### src/tcu_defines.vh
`ifndef TCU_DEFINES_VH
`define TCU_DEFINES_VH
// Cycle states
`define TCU_ST_IDLE 3'h0
`define TCU_ST_T1 3'h1
`define TCU_ST_T2 3'h2
`define TCU_ST_T3 3'h3
`define TCU_ST_TW 3'h4
`define TCU_ST_T4 3'h5
// Widths and counts
`define TCU_WAIT_W 4
`define TCU_SLOW_EXTRA 2'h2
`define TCU_SYNC_STAGES 2
`endif

### src/tcu_wait_gen.v
`timescale 1ns/100ps
`include "tcu_defines.vh"
module tcu_wait_gen #(
  parameter WAIT_W = `TCU_WAIT_W
) (
  // Clock and reset
  input wire ref_clk_i,
  input wire reset_i,
  input wire tick_i,
  // Control
  input wire start_i,
  input wire [WAIT_W-1:0] fixed_count_i,
  input wire cont_stall_n_i,
  // Status
  output wire wait_o,
  output reg ready_o
);
  reg [WAIT_W-1:0] count;
  reg running;
  reg pending;

  // Counter; continuous stall at start defers the fixed count, stall during the count cancels it
  always @(posedge ref_clk_i) begin
    if (reset_i) begin
      count <= {WAIT_W{1'b0}};
      running <= 1'b0;
      pending <= 1'b0;
    end else if (start_i) begin // [RQ10]
      if (!cont_stall_n_i) begin
        pending <= 1'b1; // [RQ8]
        count <= fixed_count_i;
        running <= 1'b0;
      end else begin
        count <= fixed_count_i; // [RQ6]
        running <= (fixed_count_i != {WAIT_W{1'b0}});
      end
    end else if (tick_i) begin
      if (!cont_stall_n_i) begin
        running <= 1'b0; // [RQ9]
        if (running) pending <= 1'b0;
      end else if (pending) begin
        pending <= 1'b0; // [RQ8]
        running <= (count != {WAIT_W{1'b0}});
      end else if (running) begin
        count <= count - {{(WAIT_W-1){1'b0}}, 1'b1};
        if (count == {{(WAIT_W-1){1'b0}}, 1'b1}) running <= 1'b0;
      end
    end
  end

  // Wait held while counting or continuous stall low
  assign wait_o = running | pending | ~cont_stall_n_i; // [RQ11] [RQ7]

  // Ready drops on start, recovers when wait clears
  always @(posedge ref_clk_i) begin
    if (reset_i) begin
      ready_o <= 1'b1;
    end else if (start_i) begin
      ready_o <= 1'b0; // [RQ12]
    end else if (!wait_o) begin
      ready_o <= 1'b1; // [RQ12]
    end
  end
endmodule // tcu_wait_gen

### src/tcu_timing_ctrl.v
`timescale 1ns/100ps
`include "tcu_defines.vh"
// What this block does
// [RQ1] Input clock divided by two for the tick, by four for phases
// [RQ2] Fast clock output at full input rate
// [RQ3] Two non-overlapping phases, TTL clock, tick
// [RQ4] Reset input synchronised to reset output
// [RQ5] Ready and reset synchronised for processor
// [RQ6] Fixed stall inputs insert 0 to 15 waits
// [RQ7] Continuous stall low waits without limit
// [RQ8] Fixed count applies after continuous released
// [RQ9] Stall during count forces continuous wait
// [RQ10] Counter starts only on sequencer start pulse
// [RQ11] Wait held while counting or stall low
// [RQ12] Ready low on start, high after wait
// [RQ13] Address strobe restarts T-state tracking
// [RQ14] Latch direction and slow select at start
// [RQ15] Sequencer stretches cycle while wait asserted
// [RQ16] Marker pulses at second and last T-state
// [RQ17] Generate read, write, buffer enable strobes
// [RQ18] Slow cycles stretch strobes beyond waits
// [RQ19] Continuous stall holds cycle for arbitration
// [RQ20] Four T-states, waits between T3 and T4
module tcu_timing_ctrl #(
  parameter WAIT_W = `TCU_WAIT_W
) (
  // Clock and reset
  input wire ref_clk_i,
  input wire reset_i,
  // Oscillator side
  output wire fast_ttl_clock_o,
  output reg phase1_o,
  output reg phase2_o,
  output reg ttl_phase_clock_o,
  // Reset pins
  input wire raw_reset_in_n_i,
  output reg sync_reset_out_n_o,
  // Stall inputs
  input wire [WAIT_W-1:0] fixed_stall_n_i,
  input wire continuous_stall_n_i,
  input wire ext_ready_i,
  output reg cpu_ready_o,
  // Bus cycle
  input wire addr_strobe_n_i,
  input wire xfer_direction_n_i,
  input wire slow_periph_n_i,
  output reg tstate_marker_n_o,
  output reg read_strobe_n_o,
  output reg write_strobe_n_o,
  output reg buf_enable_n_o
);
  // Divide-by-two: ref_clk_i stands for the oscillator input
  reg div2;
  reg [1:0] quarter;
  always @(posedge ref_clk_i) begin
    if (reset_i) begin
      div2 <= 1'b0;
    end else begin
      div2 <= ~div2; // [RQ1]
    end
  end
  // Fast clock runs at full rate; ref_clk_i goes straight to the port
  assign fast_ttl_clock_o = ref_clk_i; // [RQ2]

  // Phases from a quarter counter; dead slots keep them apart
  always @(posedge ref_clk_i) begin
    if (reset_i) begin
      quarter <= 2'h0;
      phase1_o <= 1'b0;
      phase2_o <= 1'b0;
      ttl_phase_clock_o <= 1'b0;
    end else begin
      quarter <= quarter + 2'h1;
      phase1_o <= (quarter == 2'h3); // [RQ3]
      phase2_o <= (quarter == 2'h1); // [RQ3]
      ttl_phase_clock_o <= ~quarter[1]; // [RQ3]
    end
  end
  // Internal tick: one per system clock period
  wire tick = div2;

  // Reset and ready synchronisers, two stages each
  reg rst_meta;
  reg rst_sync;
  reg rdy_meta;
  reg rdy_sync;
  always @(posedge ref_clk_i) begin
    if (reset_i) begin
      rst_meta <= 1'b0;
      rst_sync <= 1'b0;
      rdy_meta <= 1'b0;
      rdy_sync <= 1'b0;
    end else begin
      rst_meta <= raw_reset_in_n_i; // [RQ5]
      rst_sync <= rst_meta;
      rdy_meta <= ext_ready_i; // [RQ5]
      rdy_sync <= rdy_meta;
    end
  end
  // Reset output changes only on tick, so it lines up with phases
  always @(posedge ref_clk_i) begin
    if (reset_i) begin
      sync_reset_out_n_o <= 1'b0;
    end else if (tick) begin
      sync_reset_out_n_o <= rst_sync; // [RQ4]
    end
  end

  // Wait-state generator
  reg [2:0] state;
  reg [2:0] next_state;
  reg start_pulse;
  reg is_read;
  reg is_slow;
  reg [1:0] slow_cnt;
  wire gen_wait;
  wire gen_ready;
  tcu_wait_gen #(
    .WAIT_W(WAIT_W)
  ) u_wait (
    .ref_clk_i(ref_clk_i),
    .reset_i(reset_i),
    .tick_i(tick),
    .start_i(start_pulse),
    .fixed_count_i(~fixed_stall_n_i),
    .cont_stall_n_i(continuous_stall_n_i),
    .wait_o(gen_wait),
    .ready_o(gen_ready)
  );

  // Processor ready combines generator and external ready
  always @(posedge ref_clk_i) begin
    if (reset_i) begin
      cpu_ready_o <= 1'b1;
    end else begin
      cpu_ready_o <= gen_ready & rdy_sync; // [RQ5]
    end
  end

  // Stay in wait while generator waits or slow stretch remains
  wire hold = gen_wait | (is_slow && slow_cnt != 2'h0);

  // Next-state: four T-states plus waits after T3
  always @* begin
    next_state = state;
    case (state)
      `TCU_ST_IDLE: next_state = `TCU_ST_IDLE;
      `TCU_ST_T1: next_state = `TCU_ST_T2;
      `TCU_ST_T2: next_state = `TCU_ST_T3;
      `TCU_ST_T3: next_state = hold ? `TCU_ST_TW : `TCU_ST_T4; // [RQ20] [RQ15]
      `TCU_ST_TW: next_state = hold ? `TCU_ST_TW : `TCU_ST_T4; // [RQ15] [RQ18] [RQ19]
      `TCU_ST_T4: next_state = `TCU_ST_IDLE;
      default: next_state = `TCU_ST_IDLE;
    endcase
    if (!addr_strobe_n_i) next_state = `TCU_ST_T1; // [RQ13]
  end

  // Sequencer registers, stepped on each system tick
  always @(posedge ref_clk_i) begin
    if (reset_i || !sync_reset_out_n_o) begin
      state <= `TCU_ST_IDLE;
      is_read <= 1'b0;
      is_slow <= 1'b0;
      slow_cnt <= 2'h0;
      start_pulse <= 1'b0;
    end else begin
      start_pulse <= 1'b0;
      if (tick) begin
        state <= next_state;
        if (!addr_strobe_n_i) begin
          is_read <= ~xfer_direction_n_i; // [RQ14]
          is_slow <= ~slow_periph_n_i; // [RQ14]
          slow_cnt <= `TCU_SLOW_EXTRA;
        end
        // Start issued entering T3 so waits are known by T3 exit
        if (state == `TCU_ST_T2 && addr_strobe_n_i) start_pulse <= 1'b1; // [RQ10]
        // Slow stretch counts down from T3 on, after any waits, so it adds exactly its count
        if ((state == `TCU_ST_T3 || state == `TCU_ST_TW) && !gen_wait && slow_cnt != 2'h0) begin
          slow_cnt <= slow_cnt - 2'h1; // [RQ18]
        end
      end
    end
  end

  // Strobe outputs; slow reads open the read strobe one state later, slow writes drop the write strobe in the last wait
  always @(posedge ref_clk_i) begin
    if (reset_i) begin
      tstate_marker_n_o <= 1'b1;
      read_strobe_n_o <= 1'b1;
      write_strobe_n_o <= 1'b1;
      buf_enable_n_o <= 1'b1;
    end else begin
      tstate_marker_n_o <= ~(state == `TCU_ST_T2 || state == `TCU_ST_T4); // [RQ16]
      buf_enable_n_o <= ~(state == `TCU_ST_T2 || state == `TCU_ST_T3 ||
                          state == `TCU_ST_TW || state == `TCU_ST_T4); // [RQ17]
      read_strobe_n_o <= ~(is_read && ((state == `TCU_ST_T2 && !is_slow) ||
                          state == `TCU_ST_T3 || state == `TCU_ST_TW)); // [RQ17] [RQ20]
      write_strobe_n_o <= ~(!is_read && (state == `TCU_ST_T3 ||
                           (state == `TCU_ST_TW && !(is_slow && slow_cnt == 2'h0)))); // [RQ17] [RQ18]
    end
  end
endmodule // tcu_timing_ctrl

### config.mk
export PLATFORM = sky130hd
export DESIGN_NAME = tcu_timing_ctrl
export DESIGN_NICKNAME = d
export VERILOG_FILES = /design/src/tcu_wait_gen.v /design/src/tcu_timing_ctrl.v
export VERILOG_INCLUDE_DIRS = /design/src /design/src/src
export SDC_FILE = /design/constraint.sdc
export NUM_CORES = 1
export LEC_CHECK = 0
export BUFFER_PORTS_ARGS = -buffer_cell sky130_fd_sc_hd__clkbuf_2
export CORE_MARGIN = 10
export CORE_UTILIZATION = 30
export DETAILED_ROUTE_END_ITERATION = 16
export GPL_TIMING_DRIVEN = 0
export PLACE_DENSITY_LB_ADDON = 0.05
export SLEW_MARGIN = 0
export SYNTH_ARGS = -nofsm -noshare
export SYNTH_HDL_FRONTEND = slang
export SYNTH_HIERARCHICAL = 1
export SYNTH_SLANG_ARGS = --single-unit
export TNS_END_PERCENT = 100
### constraint.sdc
create_clock -name ref_clk_i -period 2.5 [get_ports ref_clk_i]
set_input_delay 0.25 -clock ref_clk_i [delete_from_list [all_inputs] [get_ports ref_clk_i]]
set_output_delay 0.25 -clock ref_clk_i [all_outputs]
set_load 0.03 [all_outputs]
==> results of run 1 <==
## cell type report
class,instances,area [um2],share of cell area
Clock buffer,11,143,0.0823
Multi-Input combinational cell,98,679,0.392
Inverter,18,67.6,0.0390
Tap cell,52,65.1,0.0375
Clock inverter,1,7.51,0.00433
Timing Repair Buffer,20,100,0.0578
Buffer,8,50.0,0.0289
Sequential cell,31,621,0.358
## how the worst min path moves through the flow
stage / slack (ns) / endpoint / from
floorplan: 0.32 / u_wait/pending / reset_i
global placement: 0.42 / rst_sync / rst_meta
detailed placement: 0.42 / cpu_ready_o / rdy_sync
CTS: 0.03 / is_slow / slow_periph_n_i
global route: 0.03 / is_slow / slow_periph_n_i
finish: 0.05 / is_read / xfer_direction_n_i
## cells in the final DEF (no fill, tap or decap), types with 3 or more instances in the layout
master,instances
nand3_1,3
nor3b_1,3
nor2_1,12
nor2b_1,10
clkbuf_8,10
o21ai_0,6
inv_1,18
clkbuf_1,4
dfxtp_1,31
nand2_1,4
clkbuf_2,21
nand3b_1,3
a211oi_1,3
ha_1,5
nand2b_1,7
a21oi_1,7
## metal layers
metal | GRT usage | vias up
met5 | 0 | -
met4 | 0.0455 | 0
met3 | 0.0331 | 4
met2 | 0.124 | 22
met1 | 0.104 | 539
li1 | - | 605
## where the power goes
part | internal [mW] | switching (mW) | leakage (nW)
clock | 0.382 | 0.253 | 0.0810
sequential | 0.506 | 0.00656 | 0.253
combinational | 0.0221 | 0.0377 | 0.382
## synth_stat cells, drive strengths merged, types with 3 or more instances
library cell,instances
dfxtp,31
clkbuf,4
a211oi,3
nand3,3
inv,18
a21oi,7
o21ai,6
nand2b,7
nor3b,3
nor2b,10
buf,4
nor2,12
ha,5
nand2,4
nand3b,3
## registers in the layout, summed over array words and instances, names as in the netlist, 2 cells and up
signal        cells
quarter           2
slow_cnt          2
state             3
u_wait/count      4
## worst max-delay path: stages
cell,delay [ns]
clkbuf_8,0.11
clkbuf_8,0.12
buf_4,0.11
clkbuf_2,0.17
## cells by family after synthesis
family,Yosys count,synth area share
AND/OR/NAND/NOR,56,0.242
multiplexers,2,0.0141
buffers and inverters,26,0.0830
flip-flops,31,0.438
adder cells (fa/ha/maj),5,0.0441
AO/OA/AOI/OAI,35,0.179
## per-stage QoR
| step | instance area, um2 | util | hold slack, ns | total power, mW | setup WS, ns |
|---|---|---|---|---|---|
| floorplan | 1420 | - | 0.319 | 0.618 | 0.635 |
| global placement | 1590 | 0.355 | 0.421 | 0.655 | 0.512 |
| finish | 1730 | 0.387 | 0.0481 | 1.21 | 0.489 |
| detailed placement | 1590 | 0.355 | 0.417 | 0.656 | 0.506 |
| global route | 1730 | 0.387 | 0.0349 | 1.27 | 0.420 |
| CTS | 1730 | 0.387 | 0.0348 | 1.23 | 0.480 |
==> results summary, run 1 <==
The global-route wire length before repair is 5180 um. At the pin with the least slew margin, the transition time is around 0.43 ns. The cell depth of the worst flop-to-flop path is 4. STA classifies the critical path startpoint as a clock port. The final max-slew violation count came out at 0.

Synthesis produced 155 cells. The row count is 24. The wire length on met3 came out at 142 um. The detail route stage leaves a number of antenna-violating nets equal to 0. The worst register-to-register path begins at u_wait/pending. The post-CTS setup buffer count is 0. The number of antenna violations at the first check in global routing is 0. The analysis attributes to cell leakage a power of 0.716 nW.

The number of synthesized flops with an enable pin is 0. Wire segments on met2 add up to 1430 um in the final route. The y dimension of the die is around 89 um. The count of state elements after synthesis came out at 31. For this run, the register share of the synthesized area comes to 0.438. The number of max-capacitance violations reported is 0.

The synthesized netlist contains between 40 and 50 unique library cells. The relative max-transition margin came out at 0.712. The layout cell share with drive strength beyond 1 came out at 0.214.

The critical path ends at fast_ttl_clock_o. The total inserted antenna cells came out at 0. The violation count after the first detailed-routing iteration came out at 84. The data required time at the worst endpoint is 2.25 ns. Between clock sinks in the finished design, the worst skew comes to 0.00967 ns. The die is 88.7 um wide. The share of the synthesized area in the top cell type came out at 0.438. The initial cell density of the core is 0.317. The average via count per standard cell came out at 4.90. The final critical-path share of the clock period came out at 0.804. The worst setup path is of the clock port to output port kind. The final route contains approximately 1200 vias. The count of buffers inserted at the top-level ports came out at 21. The power per cell area came out at just under 700 nW/um2.

The largest fanout on the critical path is 2. The number of iterations in the first detailed-routing pass is 4. The clock transition at the register clock pins on the worst setup and hold paths after CTS came out at ~0.060 ns. The number of nets handed over by synthesis was 172. Across every metal layer, demand over resource in global routing totals 0.0845. The arrival time of data at the critical path endpoint came out at approximately 1.8 ns. Tracing the worst setup path back leads to its startpoint at ref_clk_i. The endpoint identified for the worst register-to-register timing path is slow_cnt[0]. The hold path depth came out at 2.

The number of global-route vias before repair came out at about 1100. The wire length the detailed router placed on met1 is 1590 um. The top achievable clock speed came out at 497 MHz. The source-to-sink clock delay at the later pin of the worst-skew pair came out at 0.38 ns. The remaining design rule violation count is 0. The hold buffer count at CTS is 0. The pin count of the biggest net entering global routing came out at 11. The placeable core region is 4470 um2. The total congestion overflow after global routing is 0. The setup total negative slack is 0 ns. The area growth from synthesis to final layout is 22.2%.

The cell count after placement came out at 228. Counting I/O delays and the setup requirement, the final critical path takes 2.01 ns. The mean area per synthesized cell is 9.15 um2. The worst ir drop on vdd is 0.313 mV. The total of fill cells in the finished design is between 400 and 500.

The total standard cell area after synthesis is 1420 um2. Setup repair after global routing left no endpoint under its margin. STA classifies the critical path endpoint as an output port.

The largest area contributor in the netlist is dfxtp_1. The floorplan step defined a die boundary enclosing 7870 um2. After legalization and detailed placement, the total HPWL measured 2310 um. The worst register-to-register path has a setup slack of 0.49 ns. The post-layout instance count excluding filler cells is 239. The final hold violation count was 0. The post-CTS resize count came out at 0.

After the last flow step, the layout net total stands at 203. The flow ran to the end, and the final reports show no timing, DRC or antenna violations. The predominant post-synthesis flop cell is dfxtp_1. The fraction of synthesis flops using an asynchronous set or reset pin came out at 0. Yosys printed 6 warnings. After synthesis, the cell types taking the most area are dfxtp_1 44%, inv_1 4.8%, ha_1 4.4%, nor2b_1 4.4%, nor2_1 3.2%. Setup violations remaining at the end of the flow were counted as 0. The average routed wire per standard cell is 13.3 um.

The highest layer used for signal routing is met4. The worst min-delay path category is input port to register. The routed design has 3190 um of wire. The placer congestion estimate is 0.774. TritonCTS built the clock tree. The top-level port count is 22.
No activity file was read; power rests on OpenSTA's default activity.
==> run 2, diff against run 1 <==
==> constraint.sdc (replaced) <==
create_clock -name ref_clk_i -period 1.87 [get_ports ref_clk_i]
set_input_delay 0.187 -clock ref_clk_i [delete_from_list [all_inputs] [get_ports ref_clk_i]]
set_output_delay 0.187 -clock ref_clk_i [all_outputs]
set_load 0.03 [all_outputs]
==> run 2 against run 1 <==
Compared with the run above:
- sequential share of layout area shrank 0.64 points
- largest power group unchanged
- combinational power grew 43%
- critical endpoint is now slow_cnt[0]
- worst setup slack lost 0.48 ns
- register-to-register slack lost 0.48 ns
- cell area grew 2.0%
- routed wire length grew 0.22%
- sequential power grew 34%
- clock-buffer cell count is the same
- cell count grew 1.3%
- highest routed layer unchanged
- total power grew 34%
==> results summary, run 2 (synthesis results as in run 1) <==
The flip-flop count of the largest register after layout came out at 4. The net count of the finished layout is 206. The count of vias placed by the detailed router came out at 1174. The worst-case setup margin in the final layout is 0.00581 ns. The later pin in the worst-skew pair is clocked with a latency of 0.38 ns. The die footprint is 7870 um2. TritonCTS built the clock tree.

The startpoint kind of the worst setup timing path is a register. The placed cell area came out at 1590 um2. Timing would allow up to 536 MHz. The relative max-transition margin came out at 0.715. The placer congestion estimate came out at 0.774. The global-route wire length before repair is about 5200 um. The power per cell area came out at 916 nW/um2.

The final layout contains routed wiring with a total length of 3190 um. The data required time at the worst endpoint is 2.19 ns. The flow ran to the end, and the final reports show no timing, DRC or antenna violations. The register with the most flip-flops is u_wait/count.

For this block, wires on met1 add up to between 1500 and 2000 um. The worst ir drop on vdd came out at between 0.4 and 0.5 mV. The count of buffers inserted at the top-level ports is 21. Along the worst path, the maximum fanout reaches 6. The initial cell density of the core came out at 0.317.

The final hold violation count came out at 0. Entering global routing, the biggest net connects 11 pins. The total power came out at 1.62 mW. The worst register-to-register path has a setup slack of 0.006 ns. Pin placement for this block handled 22 I/O pins.

Across the run, the number of max-cap violations was 0. The cell depth of the worst flop-to-flop path is 4. The post-layout instance count excluding filler cells is between 200 and 250. After detailed placement, the design holds a cell count of 228.

The critical path ends at slow_cnt[0]. The total congestion overflow after global routing came out at 0. The fraction of the core area covered by cells at the end of the flow came out at 0.395. 0 antenna diodes ended up in the layout. The beginning of the critical path is u_wait/running.

The critical path goes through or3b_4 -> or4b_4 -> a2111o_1 -> nand3_1. The x dimension of the die is 88.7 um. The layout cell share with drive strength beyond 1 came out at 0.226. The initialized floorplan defines 24 standard-cell rows. The final max-slew violation count came out at 0. Of the available clock period, the critical path in the final layout requires 0.997. After detailed routing, the met3 layer carries 140 um of wire. The number of global-route vias before repair is ~1200. On the critical path, the stage with the largest delay is an instance of or4b_4. The HPWL reported at the end of detailed placement is 2310 um. The area growth from synthesis to final layout came out at 24.7%.

The placeable core region is 4470 um2. The time the worst path needs with I/O delays and setup is 1.86 ns. The largest registers in the layout are u_wait/count (4), state (3). The startpoint identified for the worst register-to-register timing path is u_wait/running. The sum of met2 wire segment lengths after detailed routing is 1420 um.

The final worst clock skew is just over 0.009 ns. Across every metal layer, demand over resource in global routing totals 0.0851. The number of antenna violations at the first check in global routing came to 0.

Clock-pin slew was measured on the worst setup and hold paths at 0.07 ns. The static leakage power came out at roughly 0.73 nW. The average routed wire per standard cell came out at ~13 um. The nature of the critical path endpoint is a register. The worst setup path category is register to register. The endpoint identified for the worst register-to-register timing path is slow_cnt[0]. The arrival time of data at the critical path endpoint came out at 2.18 ns.

The area of all placed cells without fillers came out at 1770 um2. The leading cell type in the layout, fill and taps excluded is dfxtp_1. The average via count per standard cell came out at 4.85. The first detailed-routing pass ran for 4 iterations. Setup repair after global routing could not meet its margin everywhere.

Routed signal wires occupy layers up through met4. The largest single stage delay on the critical path is 0.52 ns. The y dimension of the die came out at 88.7 um.

In this run, the number of DRC markers left after iteration 0 of detailed routing was 73. Setup violations remaining at the end of the flow were counted as 0. The worst slack at placement came out at -0.118 ns. The final antenna-violating net count is 0. Leaving out fill and tap cells, the most frequent cells in the layout are 30 x dfxtp_1, 21 x clkbuf_2, 18 x inv_1. The worst min-delay path category is input port to register. For this run, design rule violations remaining after detail routing come to 0. The slew at the pin closest to its max-slew limit came out at 0.428 ns.
run 2: cell count changes in the layout (fill, tap and decap cells not counted):
cell	before	now
dfxtp_2	0	1
or3b_4	0	1
or4bb_4	0	1
or3b_2	1	0
dfxtp_1	31	30
or4bb_1	1	0
buf_4	1	2
dlygate4sd3_1	0	2
run 2: final cells by class:
class	count	area, um2
Sequential cell	31	622
Timing Repair Buffer	23	128
Clock inverter	1	7.51
Clock buffer	11	143
Buffer	8	50.0
Tap cell	52	65.1
Inverter	18	67.6
Fill cell	456	2710
Multi-Input combinational cell	98	686
run 2: worst min path at each step:
stage	startpoint	slack (ns)	end	cells past startpoint
after detailed placement	slow_periph_n_i	0.37	is_slow	2
after global routing	raw_reset_in_n_i	0.01	rst_meta	2
final	ext_ready_i	0.02	rdy_meta	2
after global placement	xfer_direction_n_i	0.37	is_read	2
after floorplan	reset_i	0.26	u_wait/pending	1
after CTS	ext_ready_i	0.01	rdy_meta	2
run 2: worst max-delay path, delay by kind of cell, from the launching register on:
family	cells	cell delay, ns
AOI/OAI and AO/OA	1	0.42
and+or+nand+nor	3	1.02
DFF	1	0.35
run 2: repair_timing:
item,4_1_cts,5_1_grt
pin swaps,1,0
hold buffers,2,0
endpoints found under the hold margin,2,0
setup endpoints to repair,3,2
gates resized for setup,3,0
setup buffers,1,0
run 2: through the flow:
stage	hold WS (ns)	setup TNS (ns)
global placement	0.373	-0.221
floorplan	0.256	0
CTS	0.0119	0
global route	0.0147	-0.0577
detailed placement	0.372	-0.229
finish	0.0156	0
run 2: per-layer routing:
metal	vias up	GRT usage
met5	-	0
met4	0	0.0455
met3	4	0.0340
met2	20	0.125
met1	540	0.104
li1	610	-
run 2: power breakdown:
| part | internal, mW | leakage, nW | switching [mW] | total (mW) |
|---|---|---|---|---|
| registers | 0.676 | 0.253 | 0.00882 | 0.685 |
| clock network | 0.510 | 0.0810 | 0.338 | 0.848 |
| logic | 0.0342 | 0.398 | 0.0516 | 0.0858 |
| total | 1.22 | 0.732 | 0.398 | 1.62 |
